**config.mk**
```make
export PLATFORM = sky130hd
export DESIGN_NAME = rpd_top
export DESIGN_NICKNAME = d
export VERILOG_FILES = /design/src/hdl/rpd_pkg.sv /design/src/hdl/rpd_sample_div.sv /design/src/hdl/rpd_top.sv
export SDC_FILE = /design/constraint.sdc
export NUM_CORES = 1
export LEC_CHECK = 0
export BUFFER_PORTS_ARGS = -buffer_cell sky130_fd_sc_hd__buf_2
export CAP_MARGIN = 40
export CORE_MARGIN = 2
export CORE_UTILIZATION = 50
export CTS_CLUSTER_SIZE = 10
export DETAILED_ROUTE_END_ITERATION = 10
export PLACE_DENSITY = 0.8
export SYNTH_ARGS = -nofsm -noshare
export SYNTH_HDL_FRONTEND = slang
export SYNTH_SLANG_ARGS = --single-unit
```
**constraint.sdc**
```tcl
create_clock -name clk_i -period 8.25 [get_ports clk_i]
set_input_delay 0.825 -clock clk_i [delete_from_list [all_inputs] [get_ports clk_i]]
set_output_delay 0.825 -clock clk_i [all_outputs]
set_load 0.01 [all_outputs]
```
**src/hdl/rpd_pkg.sv**
```systemverilog
// Shared constants for the rotor position detection block.
// Assumes an 8-bit register port and a single 20 MHz system clock.
package rpd_pkg;

    localparam int unsigned CLK_HZ          = 20_000_000;
    localparam int          ADDR_W          = 3;
    localparam int          DATA_W          = 8;

    // Register indices on the plain register port
    localparam logic [2:0] ADDR_CTRL_A      = 3'h0;
    localparam logic [2:0] ADDR_CTRL_B      = 3'h1;
    localparam logic [2:0] ADDR_STATUS      = 3'h2;
    localparam logic [2:0] ADDR_EXPECT      = 3'h3;
    localparam logic [2:0] ADDR_DELAY       = 3'h4;
    localparam logic [2:0] ADDR_IRQ_STATUS  = 3'h5;
    localparam logic [2:0] ADDR_IRQ_MASK    = 3'h6;

    // detect_control_a fields
    localparam int CA_SW_STOP     = 7;
    localparam int CA_SW_START    = 6;
    localparam int CA_TMR3_STOP   = 5;
    localparam int CA_TMR2_START  = 4;
    localparam int CA_ONE_PIN     = 3;
    localparam int CA_RECOUNT     = 2;
    localparam int CA_UNMATCH     = 1;
    localparam int CA_ENABLE      = 0;
    // Start and stop bits are write-only pulses
    localparam logic [7:0] CA_STORE_MASK = 8'h3f;

    // detect_control_b fields
    localparam int CB_PERIOD_LSB  = 6;
    localparam int CB_MODE_LSB    = 4;
    localparam int CB_COUNT_LSB   = 0;

    // position_detect_status fields
    localparam int ST_EDGE_FALL   = 5;
    localparam int ST_EDGE_RISE   = 4;
    localparam int ST_MONITOR     = 3;
    localparam int ST_SNAP_LSB    = 0;

    // Expected pattern bit positions
    localparam int PH_U           = 2;
    localparam int PH_V           = 1;
    localparam int PH_W           = 0;

    localparam logic [7:0] RST_CTRL_A = 8'h00;
    localparam logic [7:0] RST_CTRL_B = 8'h00;
    localparam logic [2:0] RST_EXPECT = 3'h0;
    localparam logic [6:0] RST_DELAY  = 7'h00;

    // Divider ratios: period select 0..3 gives clk/4 .. clk/32
    localparam logic [4:0] DIV_MIN_MASK = 5'h03;

    typedef enum logic [1:0] {
        RPD_MODE_PWM_ON    = 2'b00,
        RPD_MODE_CONTINUOUS = 2'b01,
        RPD_MODE_LOWER_SIDE = 2'b10,
        RPD_MODE_RESERVED  = 2'b11
    } rpd_mode_t;

endpackage : rpd_pkg

```
**src/hdl/rpd_sample_div.sv**
```systemverilog
// Sampling period divider: one-cycle tick every 4, 8, 16 or 32 clocks.
// Assumes run_i held high only while sampling is active.
`timescale 1ns/1ps
module rpd_sample_div
    import rpd_pkg::*;
(
    input  wire logic       clk_i,     // System clock
    input  wire logic       reset_i,   // Synchronous reset, active high
    input  wire logic       run_i,     // Counter runs while high
    input  wire logic [1:0] period_i,  // Period select
    output logic            tick_o     // One-cycle sample enable
);

    typedef struct packed {
        logic [4:0] cnt;
        logic       tick;
    } rpd_div_state_t;

    rpd_div_state_t q, d;
    logic [4:0]     limit;

    always_comb
    begin
        d     = q;
        // Limit is 3, 7, 15 or 31: all ones below the selected power of two
        limit = ~5'(~DIV_MIN_MASK << period_i);
        d.tick = 1'b0;
        if (!run_i)
        begin
            // Restart so the first sample follows a full period after start
            d.cnt = 5'h00;
        end
        else if (q.cnt >= limit)
        begin
            d.cnt  = 5'h00;
            d.tick = 1'b1;
        end
        else
        begin
            d.cnt = q.cnt + 5'h01;
        end
    end

    always_ff @(posedge clk_i)
    begin
        if (reset_i)
        begin
            q <= '0;
        end
        else
        begin
            q <= d;
        end
    end

    assign tick_o = q.tick;

endmodule : rpd_sample_div

```
**src/hdl/rpd_top.sv**
```systemverilog
// Rotor position detection: samples three phase senses, compares with a programmed pattern.
// Assumes timer events and PWM/lower-side levels come from logic on clk_i; phase senses are pins.
//
// Our own choices: the register offsets and the strobed register port.
`timescale 1ns/1ps
module rpd_top
    import rpd_pkg::*;
(
    input  wire logic              clk_i,                 // System clock, 20 MHz
    input  wire logic              reset_i,               // Synchronous reset, active high
    input  wire logic [ADDR_W-1:0] addr_i,                // Register index
    input  wire logic [DATA_W-1:0] wdata_i,               // Write data
    input  wire logic              we_i,                  // Write strobe
    input  wire logic              re_i,                  // Read strobe
    output logic [DATA_W-1:0]      rdata_o,               // Read data, cycle after re_i
    input  wire logic              phase_u_sense_i,       // U phase position pin
    input  wire logic              phase_v_sense_i,       // V phase position pin
    input  wire logic              phase_w_sense_i,       // W phase position pin
    input  wire logic [2:0]        pwm_i,                 // U/V/W PWM on levels
    input  wire logic [2:0]        lower_on_i,            // X/Y/Z lower side conducting
    input  wire logic              tmr2_event_i,          // Timer 2 start event pulse
    input  wire logic              tmr3_event_i,          // Timer 3 stop event pulse
    output logic                   position_match_irq_o,  // Detection pulse
    output logic                   irq_o                  // Masked level interrupt
);

    ////////////////////////////////////////////////////////////////////////////
    // State

    typedef struct packed {
        logic [7:0] ctrl_a;
        logic [7:0] ctrl_b;
        logic [2:0] expect_pat;
        logic [6:0] delay_set;
        logic       irq_st;
        logic       irq_mask;
        logic       active;
        logic [2:0] snap;
        logic [2:0] held;
        logic [3:0] match_cnt;
        logic [6:0] delay_cnt;
        logic       pwm_prev;
        logic [2:0] lower_prev;
        logic [1:0] edge_hold;
        logic       irq_pulse;
        logic [2:0] sync1;
        logic [2:0] sync2;
        logic [DATA_W-1:0] rdata;
    } rpd_state_t;

    rpd_state_t q, d;
    logic       tick;

    ////////////////////////////////////////////////////////////////////////////
    // Helpers

    // A commutation pattern is valid when not all phases agree
    function automatic logic rpd_valid_pat(input logic [2:0] p);
        rpd_valid_pat = (p != 3'h0) && (p != 3'h7);
    endfunction : rpd_valid_pat

    function automatic logic [2:0] rpd_cmp_mask(input logic one_pin);
        rpd_cmp_mask = one_pin ? (3'h1 << PH_U) : 3'h7;
    endfunction : rpd_cmp_mask

    rpd_sample_div u_div (
        .clk_i    (clk_i),
        .reset_i  (reset_i),
        .run_i    (q.active),
        .period_i (q.ctrl_b[CB_PERIOD_LSB +: 2]),
        .tick_o   (tick)
    );

    ////////////////////////////////////////////////////////////////////////////
    // Next state

    logic       enable;
    logic       unmatch;
    logic       one_pin;
    logic       pwm_any;
    logic       pwm_rise;
    logic       pwm_fall;
    logic [2:0] lower_rise;
    logic       dly_ok;
    logic [2:0] go;
    logic [2:0] new_held;
    logic [2:0] mask;
    logic       hit;
    logic       detect;
    logic       start;
    logic       stop;
    logic       sw_wr;
    logic [3:0] need;
    rpd_mode_t  mode;

    always_comb
    begin
        d          = q;
        sw_wr      = we_i && (addr_i == ADDR_CTRL_A);
        // A write that sets enable and start together starts at once
        enable     = sw_wr ? wdata_i[CA_ENABLE] : q.ctrl_a[CA_ENABLE];
        unmatch    = q.ctrl_a[CA_UNMATCH];
        one_pin    = q.ctrl_a[CA_ONE_PIN];
        mode       = rpd_mode_t'(q.ctrl_b[CB_MODE_LSB +: 2]);
        pwm_any    = |pwm_i;
        pwm_rise   = pwm_any && !q.pwm_prev;
        pwm_fall   = !pwm_any && q.pwm_prev;
        lower_rise = lower_on_i & ~q.lower_prev;
        dly_ok     = (q.delay_cnt >= q.delay_set);
        mask       = rpd_cmp_mask(one_pin);
        need       = (q.ctrl_b[CB_COUNT_LSB +: 4] == 4'h0) ? 4'h1 : q.ctrl_b[CB_COUNT_LSB +: 4];

        d.sync1     = {phase_u_sense_i, phase_v_sense_i, phase_w_sense_i};
        d.sync2     = q.sync1;
        d.pwm_prev  = pwm_any;
        d.lower_prev = lower_on_i;
        d.irq_pulse = 1'b0;

        // Delay window restarts at each turn-on, counted in sample ticks
        if (pwm_rise || (|lower_rise))
        begin
            d.delay_cnt = 7'h00;
        end
        else if (tick && !dly_ok)
        begin
            d.delay_cnt = q.delay_cnt + 7'h01;
        end

        // Phase gating per sampling mode
        go = 3'h0;
        if (q.active && tick)
        begin
            case (mode)
                RPD_MODE_PWM_ON:     go = (pwm_any && dly_ok) ? 3'h7 : 3'h0;
                RPD_MODE_CONTINUOUS: go = 3'h7;
                RPD_MODE_LOWER_SIDE: go = lower_on_i & {3{dly_ok}};
                default:             go = 3'h0;
            endcase
        end
        new_held = (q.held & ~go) | (q.sync2 & go);

        // Comparison against expected or start snapshot
        if (unmatch)
        begin
            hit = (((new_held ^ q.snap) & mask) != 3'h0);
        end
        else
        begin
            hit = (((new_held ^ q.expect_pat) & mask) == 3'h0)
                  && (one_pin || rpd_valid_pat(q.expect_pat));
        end

        detect = 1'b0;
        if (|go)
        begin
            d.held = new_held;
            if (hit)
            begin
                if ((q.match_cnt + 4'h1) >= need)
                begin
                    detect      = 1'b1;
                    d.match_cnt = 4'h0;
                end
                else
                begin
                    d.match_cnt = q.match_cnt + 4'h1;
                end
            end
            else
            begin
                d.match_cnt = 4'h0;
            end
        end

        // Recount: the count drops when PWM turns off, except in continuous mode
        if (q.ctrl_a[CA_RECOUNT] && pwm_fall && (mode != RPD_MODE_CONTINUOUS))
        begin
            d.match_cnt = 4'h0;
        end

        start = enable && ((tmr2_event_i && q.ctrl_a[CA_TMR2_START]) ||
                           (sw_wr && wdata_i[CA_SW_START]));
        stop  = (tmr3_event_i && q.ctrl_a[CA_TMR3_STOP]) ||
                (sw_wr && wdata_i[CA_SW_STOP]);

        if (detect)
        begin
            d.active    = 1'b0;
            d.irq_pulse = 1'b1;
            if (pwm_any)
            begin
                d.edge_hold[ST_EDGE_RISE - ST_EDGE_RISE] = 1'b1;
            end
            else
            begin
                d.edge_hold[ST_EDGE_FALL - ST_EDGE_RISE] = 1'b1;
            end
        end
        else if (!enable || stop)
        begin
            d.active = 1'b0;
        end
        else if (start && !q.active)
        begin
            d.active    = 1'b1;
            d.match_cnt = 4'h0;
            d.snap      = q.sync2;
            d.held      = q.sync2;
            d.edge_hold = 2'h0;
        end

        ////////////////////////////////////////////////////////////////////////
        // Register writes

        if (we_i)
        begin
            case (addr_i)
                ADDR_CTRL_A:     d.ctrl_a     = wdata_i & CA_STORE_MASK;
                ADDR_CTRL_B:     d.ctrl_b     = wdata_i;
                ADDR_EXPECT:     d.expect_pat = wdata_i[2:0];
                ADDR_DELAY:      d.delay_set  = wdata_i[6:0];
                ADDR_IRQ_MASK:   d.irq_mask   = wdata_i[0];
                ADDR_IRQ_STATUS:
                begin
                    if (wdata_i[0])
                    begin
                        d.irq_st = 1'b0;
                    end
                end
                default:         d = d;
            endcase
        end
        // A new event beats a clear in the same cycle
        if (detect)
        begin
            d.irq_st = 1'b1;
        end

        // Read data valid for exactly the cycle after the strobe
        d.rdata = '0;
        if (re_i)
        begin
            case (addr_i)
                ADDR_CTRL_A:     d.rdata = q.ctrl_a;
                ADDR_CTRL_B:     d.rdata = q.ctrl_b;
                ADDR_STATUS:     d.rdata = {2'h0, q.edge_hold, q.active, q.snap};
                ADDR_EXPECT:     d.rdata = {5'h00, q.expect_pat};
                ADDR_DELAY:      d.rdata = {1'b0, q.delay_set};
                ADDR_IRQ_STATUS: d.rdata = {7'h00, q.irq_st};
                ADDR_IRQ_MASK:   d.rdata = {7'h00, q.irq_mask};
                default:         d.rdata = '0;
            endcase
        end
    end

    ////////////////////////////////////////////////////////////////////////////
    // Registers

    always_ff @(posedge clk_i)
    begin
        if (reset_i)
        begin
            q        <= '0;
            q.ctrl_a <= RST_CTRL_A;
            q.ctrl_b <= RST_CTRL_B;
            q.expect_pat <= RST_EXPECT;
            q.delay_set  <= RST_DELAY;
        end
        else
        begin
            q <= d;
        end
    end

    assign rdata_o              = q.rdata;
    assign position_match_irq_o = q.irq_pulse;
    assign irq_o                = q.irq_st && q.irq_mask;

endmodule : rpd_top

```
==> impl_metrics.ini <==
[outcome]
status = complete, no violations

[yosys]
synth_cell_types = 53
synth_warnings = 0
synth_top_area_share = 0.394
synthFlopType = dfxtp_1
synth.avg_cell_area_um2 = 8.52
syn-num-nets = 466
synthArstFlopShare = 0
ys_seq_area_frac = 0.394
synth_top_cell_by_area = dfxtp_1
netlist_instances = 423
synth_seq_cells = 71
synth_edf_count = 0
netlist_area_um2 = 3600
synthTopCellsByArea = dfxtp_1 (39%), mux2i_1 (8.3%), nor2_1 (6.6%)
synth_common_cells = dfxtp_1 (71), nor2_1 (63), nand2_1 (45)
synth_most_common_cell = dfxtp_1

[detailed_routing]
num_vias = 3035
firstDrtPassIters = 4
viasPerCell = 5.54
drc = 0
wirelength_mm = 8.12
drt_iter0_markers = 180
final_antenna_net_count = 0
wire_per_inst_um = 14.8

[timing]
worstMarginPinSlew_ns = 0.849
fmax_ghz = 0.309
post-route-period-util = 0.392
hold_viol_final = 0
period_needed_ns = 3.23
skew_ns = 0.00827
final_max_slew_viol_count = 0
setup_violations = 0
relSlewSlack = 0.434
rsz0062_at_grt = no
fin_tns_setup_ns = 0

[clock_tree]
cts_buffer_depth = 2
postCtsSetupRepairBufs = 0
cts-root-buf = clkbuf_8
cts_tree = done
insertion_delay_ns = 0.35
ctsResizeCount = 0
clock_sinks = 71
cts_buffers = 9
cts_max_level = 3
hold_buffers = 0
clkTransAtPathRegs_ns = 0.08

[setup_path]
cp.arrival_ns = 3.52
startpoint_type = flip-flop
crit_type = flip-flop to flip-flop
crit_chain = inv_1 -> ha_1 -> a211oi_2 -> nor2_1 -> a211oi_4 -> a2111oi_2 -> buf_2 -> nor3b_1 -> or4_1 -> o211ai_2 -> o211ai_2 -> o21bai_1 -> a21boi_1
crit_fanout = 10
endpoint_kind = flip-flop
worst-path-buf-inv = 2
max_stage_delay_ns = 0.56
crit_family = compound AO/OA/AOI/OAI gates
slowest_stage = or4_1
crit_top_cell = o211ai_2
worstPathRequired_ns = 8.54

[power]
powerDensity_nw_per_um2 = 184
pwr-share-comb = 0.059
p_switching_uw = 168
internal_power_uw = 576
p_leak_uw = 0.00156
ir_drop_v = 0.000105
pwr-share-seq = 0.474
switching_share = 0.226
clkPwrFrac = 0.467

[layout]
areaGrowthSynthToFinish_pct = 12.1
final_area_um2 = 4040
design.final.nets = 490
drive_gt1_frac = 0.144
final_util = 0.588
n_antenna_cell = 0

[grt]
gr-total-overflow = 0
grt_pass1_wl_mm = 13.8
grt_max_degree = 49
grt_antenna_before_repair = 0
grt_pass1_vias = 2901
grt_use_total = 0.227

[run]
cap_violations = 0

[floorplan]
core_um2 = 6870
dieArea_um2 = 7900
pin_count = 36
row_count = 30
die_w_um = 88.9
start_util = 0.525
die_h_um = 88.9

[placement]
dpl_cell_area_um2 = 3790
dp_hpwl_mm = 5.87
gp_congestion = 0.893
portBuffers = 35

[worst_hold_path]
hold_class = flip-flop to flip-flop
[final timing paths]
path / from / endpoint / slack, ns / cells past startpoint
worst min register to register: q[12]$_SDFF_PP0_ / q[9]$_SDFF_PP0_ / 0.44 / 1
worst max register to register: q[45]$_SDFFE_PP0P_ / q[30]$_SDFF_PP0_ / 5.02 / 13
worst min-delay path: q[12]$_SDFF_PP0_ / q[9]$_SDFF_PP0_ / 0.44 / 1
worst max-delay path: q[45]$_SDFFE_PP0P_ / q[30]$_SDFF_PP0_ / 5.02 / 13
[metal layers]
metal / vias up / wire length [um] / global-route usage / share of wire
li1: 1496 / - / - / -
met1: 1431 / 3710 / 0.291 / 0.46
met2: 89 / 3810 / 0.368 / 0.47
met3: 19 / 456 / 0.0646 / 0.056
met4: 0 / 148 / 0.0730 / 0.018
met5: - / 0 / 0 / 0
[kinds of logic after synthesis]
kind of cell             after synthesis  synth area share
multiplexers                          31            0.0896
AND/OR/NAND/NOR                      185             0.246
flip-flops                            71             0.394
XOR/XNOR                              12            0.0292
AO/OA/AOI/OAI                         67             0.130
adder cells (fa/ha/maj)               17            0.0590
buffers and inverters                 40            0.0521
[flip-flops by register name, summed over array words and instances, names as in the netlist]
signal and flops:
q 53, rdata_o 8, u_div.q 5, mode 2, one_pin 1, position_match_irq_o 1, u_div.tick_o 1
[layout by cell type (no fill, tap or decap), types with 5 or more instances in the layout]
cell type,netlist,final
nand2b_1,7,7
nor3_1,11,11
nor2b_1,23,23
nand3_1,11,11
nor3b_1,5,5
o21ai_0,8,8
ha_1,17,17
dfxtp_1,71,71
nand2_1,45,45
xnor2_1,6,6
inv_1,15,15
xor2_1,6,6
buf_2,0,36
o21ai_1,5,5
mux2i_1,30,30
nor2_1,63,63
a21oi_1,21,21
and2_1,7,7
clkbuf_8,0,10
[per-stage QoR]
| stage | hold WS, ns | cells | setup slack, ns | power, uW |
|---|---|---|---|---|
| 3_5_place_dp | 0.427 | 532 | 4.88 | 403 |
| 5_1_grt | 0.463 | 548 | 4.68 | 770 |
| 2_1_floorplan | 0.414 | 423 | 5.30 | 388 |
| 4_1_cts | 0.445 | 548 | 5.01 | 748 |
| 6_report | 0.439 | 548 | 5.02 | 743 |
| 3_3_place_gp | 0.420 | 531 | 4.69 | 402 |
[power groups by stage]
stage	combinational [uW]	sequential [uW]	clock, uW
2_1_floorplan	29.8	358	0
3_3_place_gp	42.7	360	0
3_5_place_dp	43.4	360	0
5_1_grt	48.8	353	368
4_1_cts	43.9	352	352
6_report	43.9	352	347
[area by class of cell]
| class | instances | area (um^2) |
|---|---|---|
| Inverter | 15 | 56.3 |
| Clock inverter | 6 | 115 |
| Tap cell | 96 | 120 |
| Fill cell | 611 | 2830 |
| Multi-Input combinational cell | 312 | 1990 |
| Sequential cell | 71 | 1420 |
| Timing Repair Buffer | 38 | 195 |
| Clock buffer | 10 | 138 |
No activity file was read; power rests on OpenSTA's default activity.
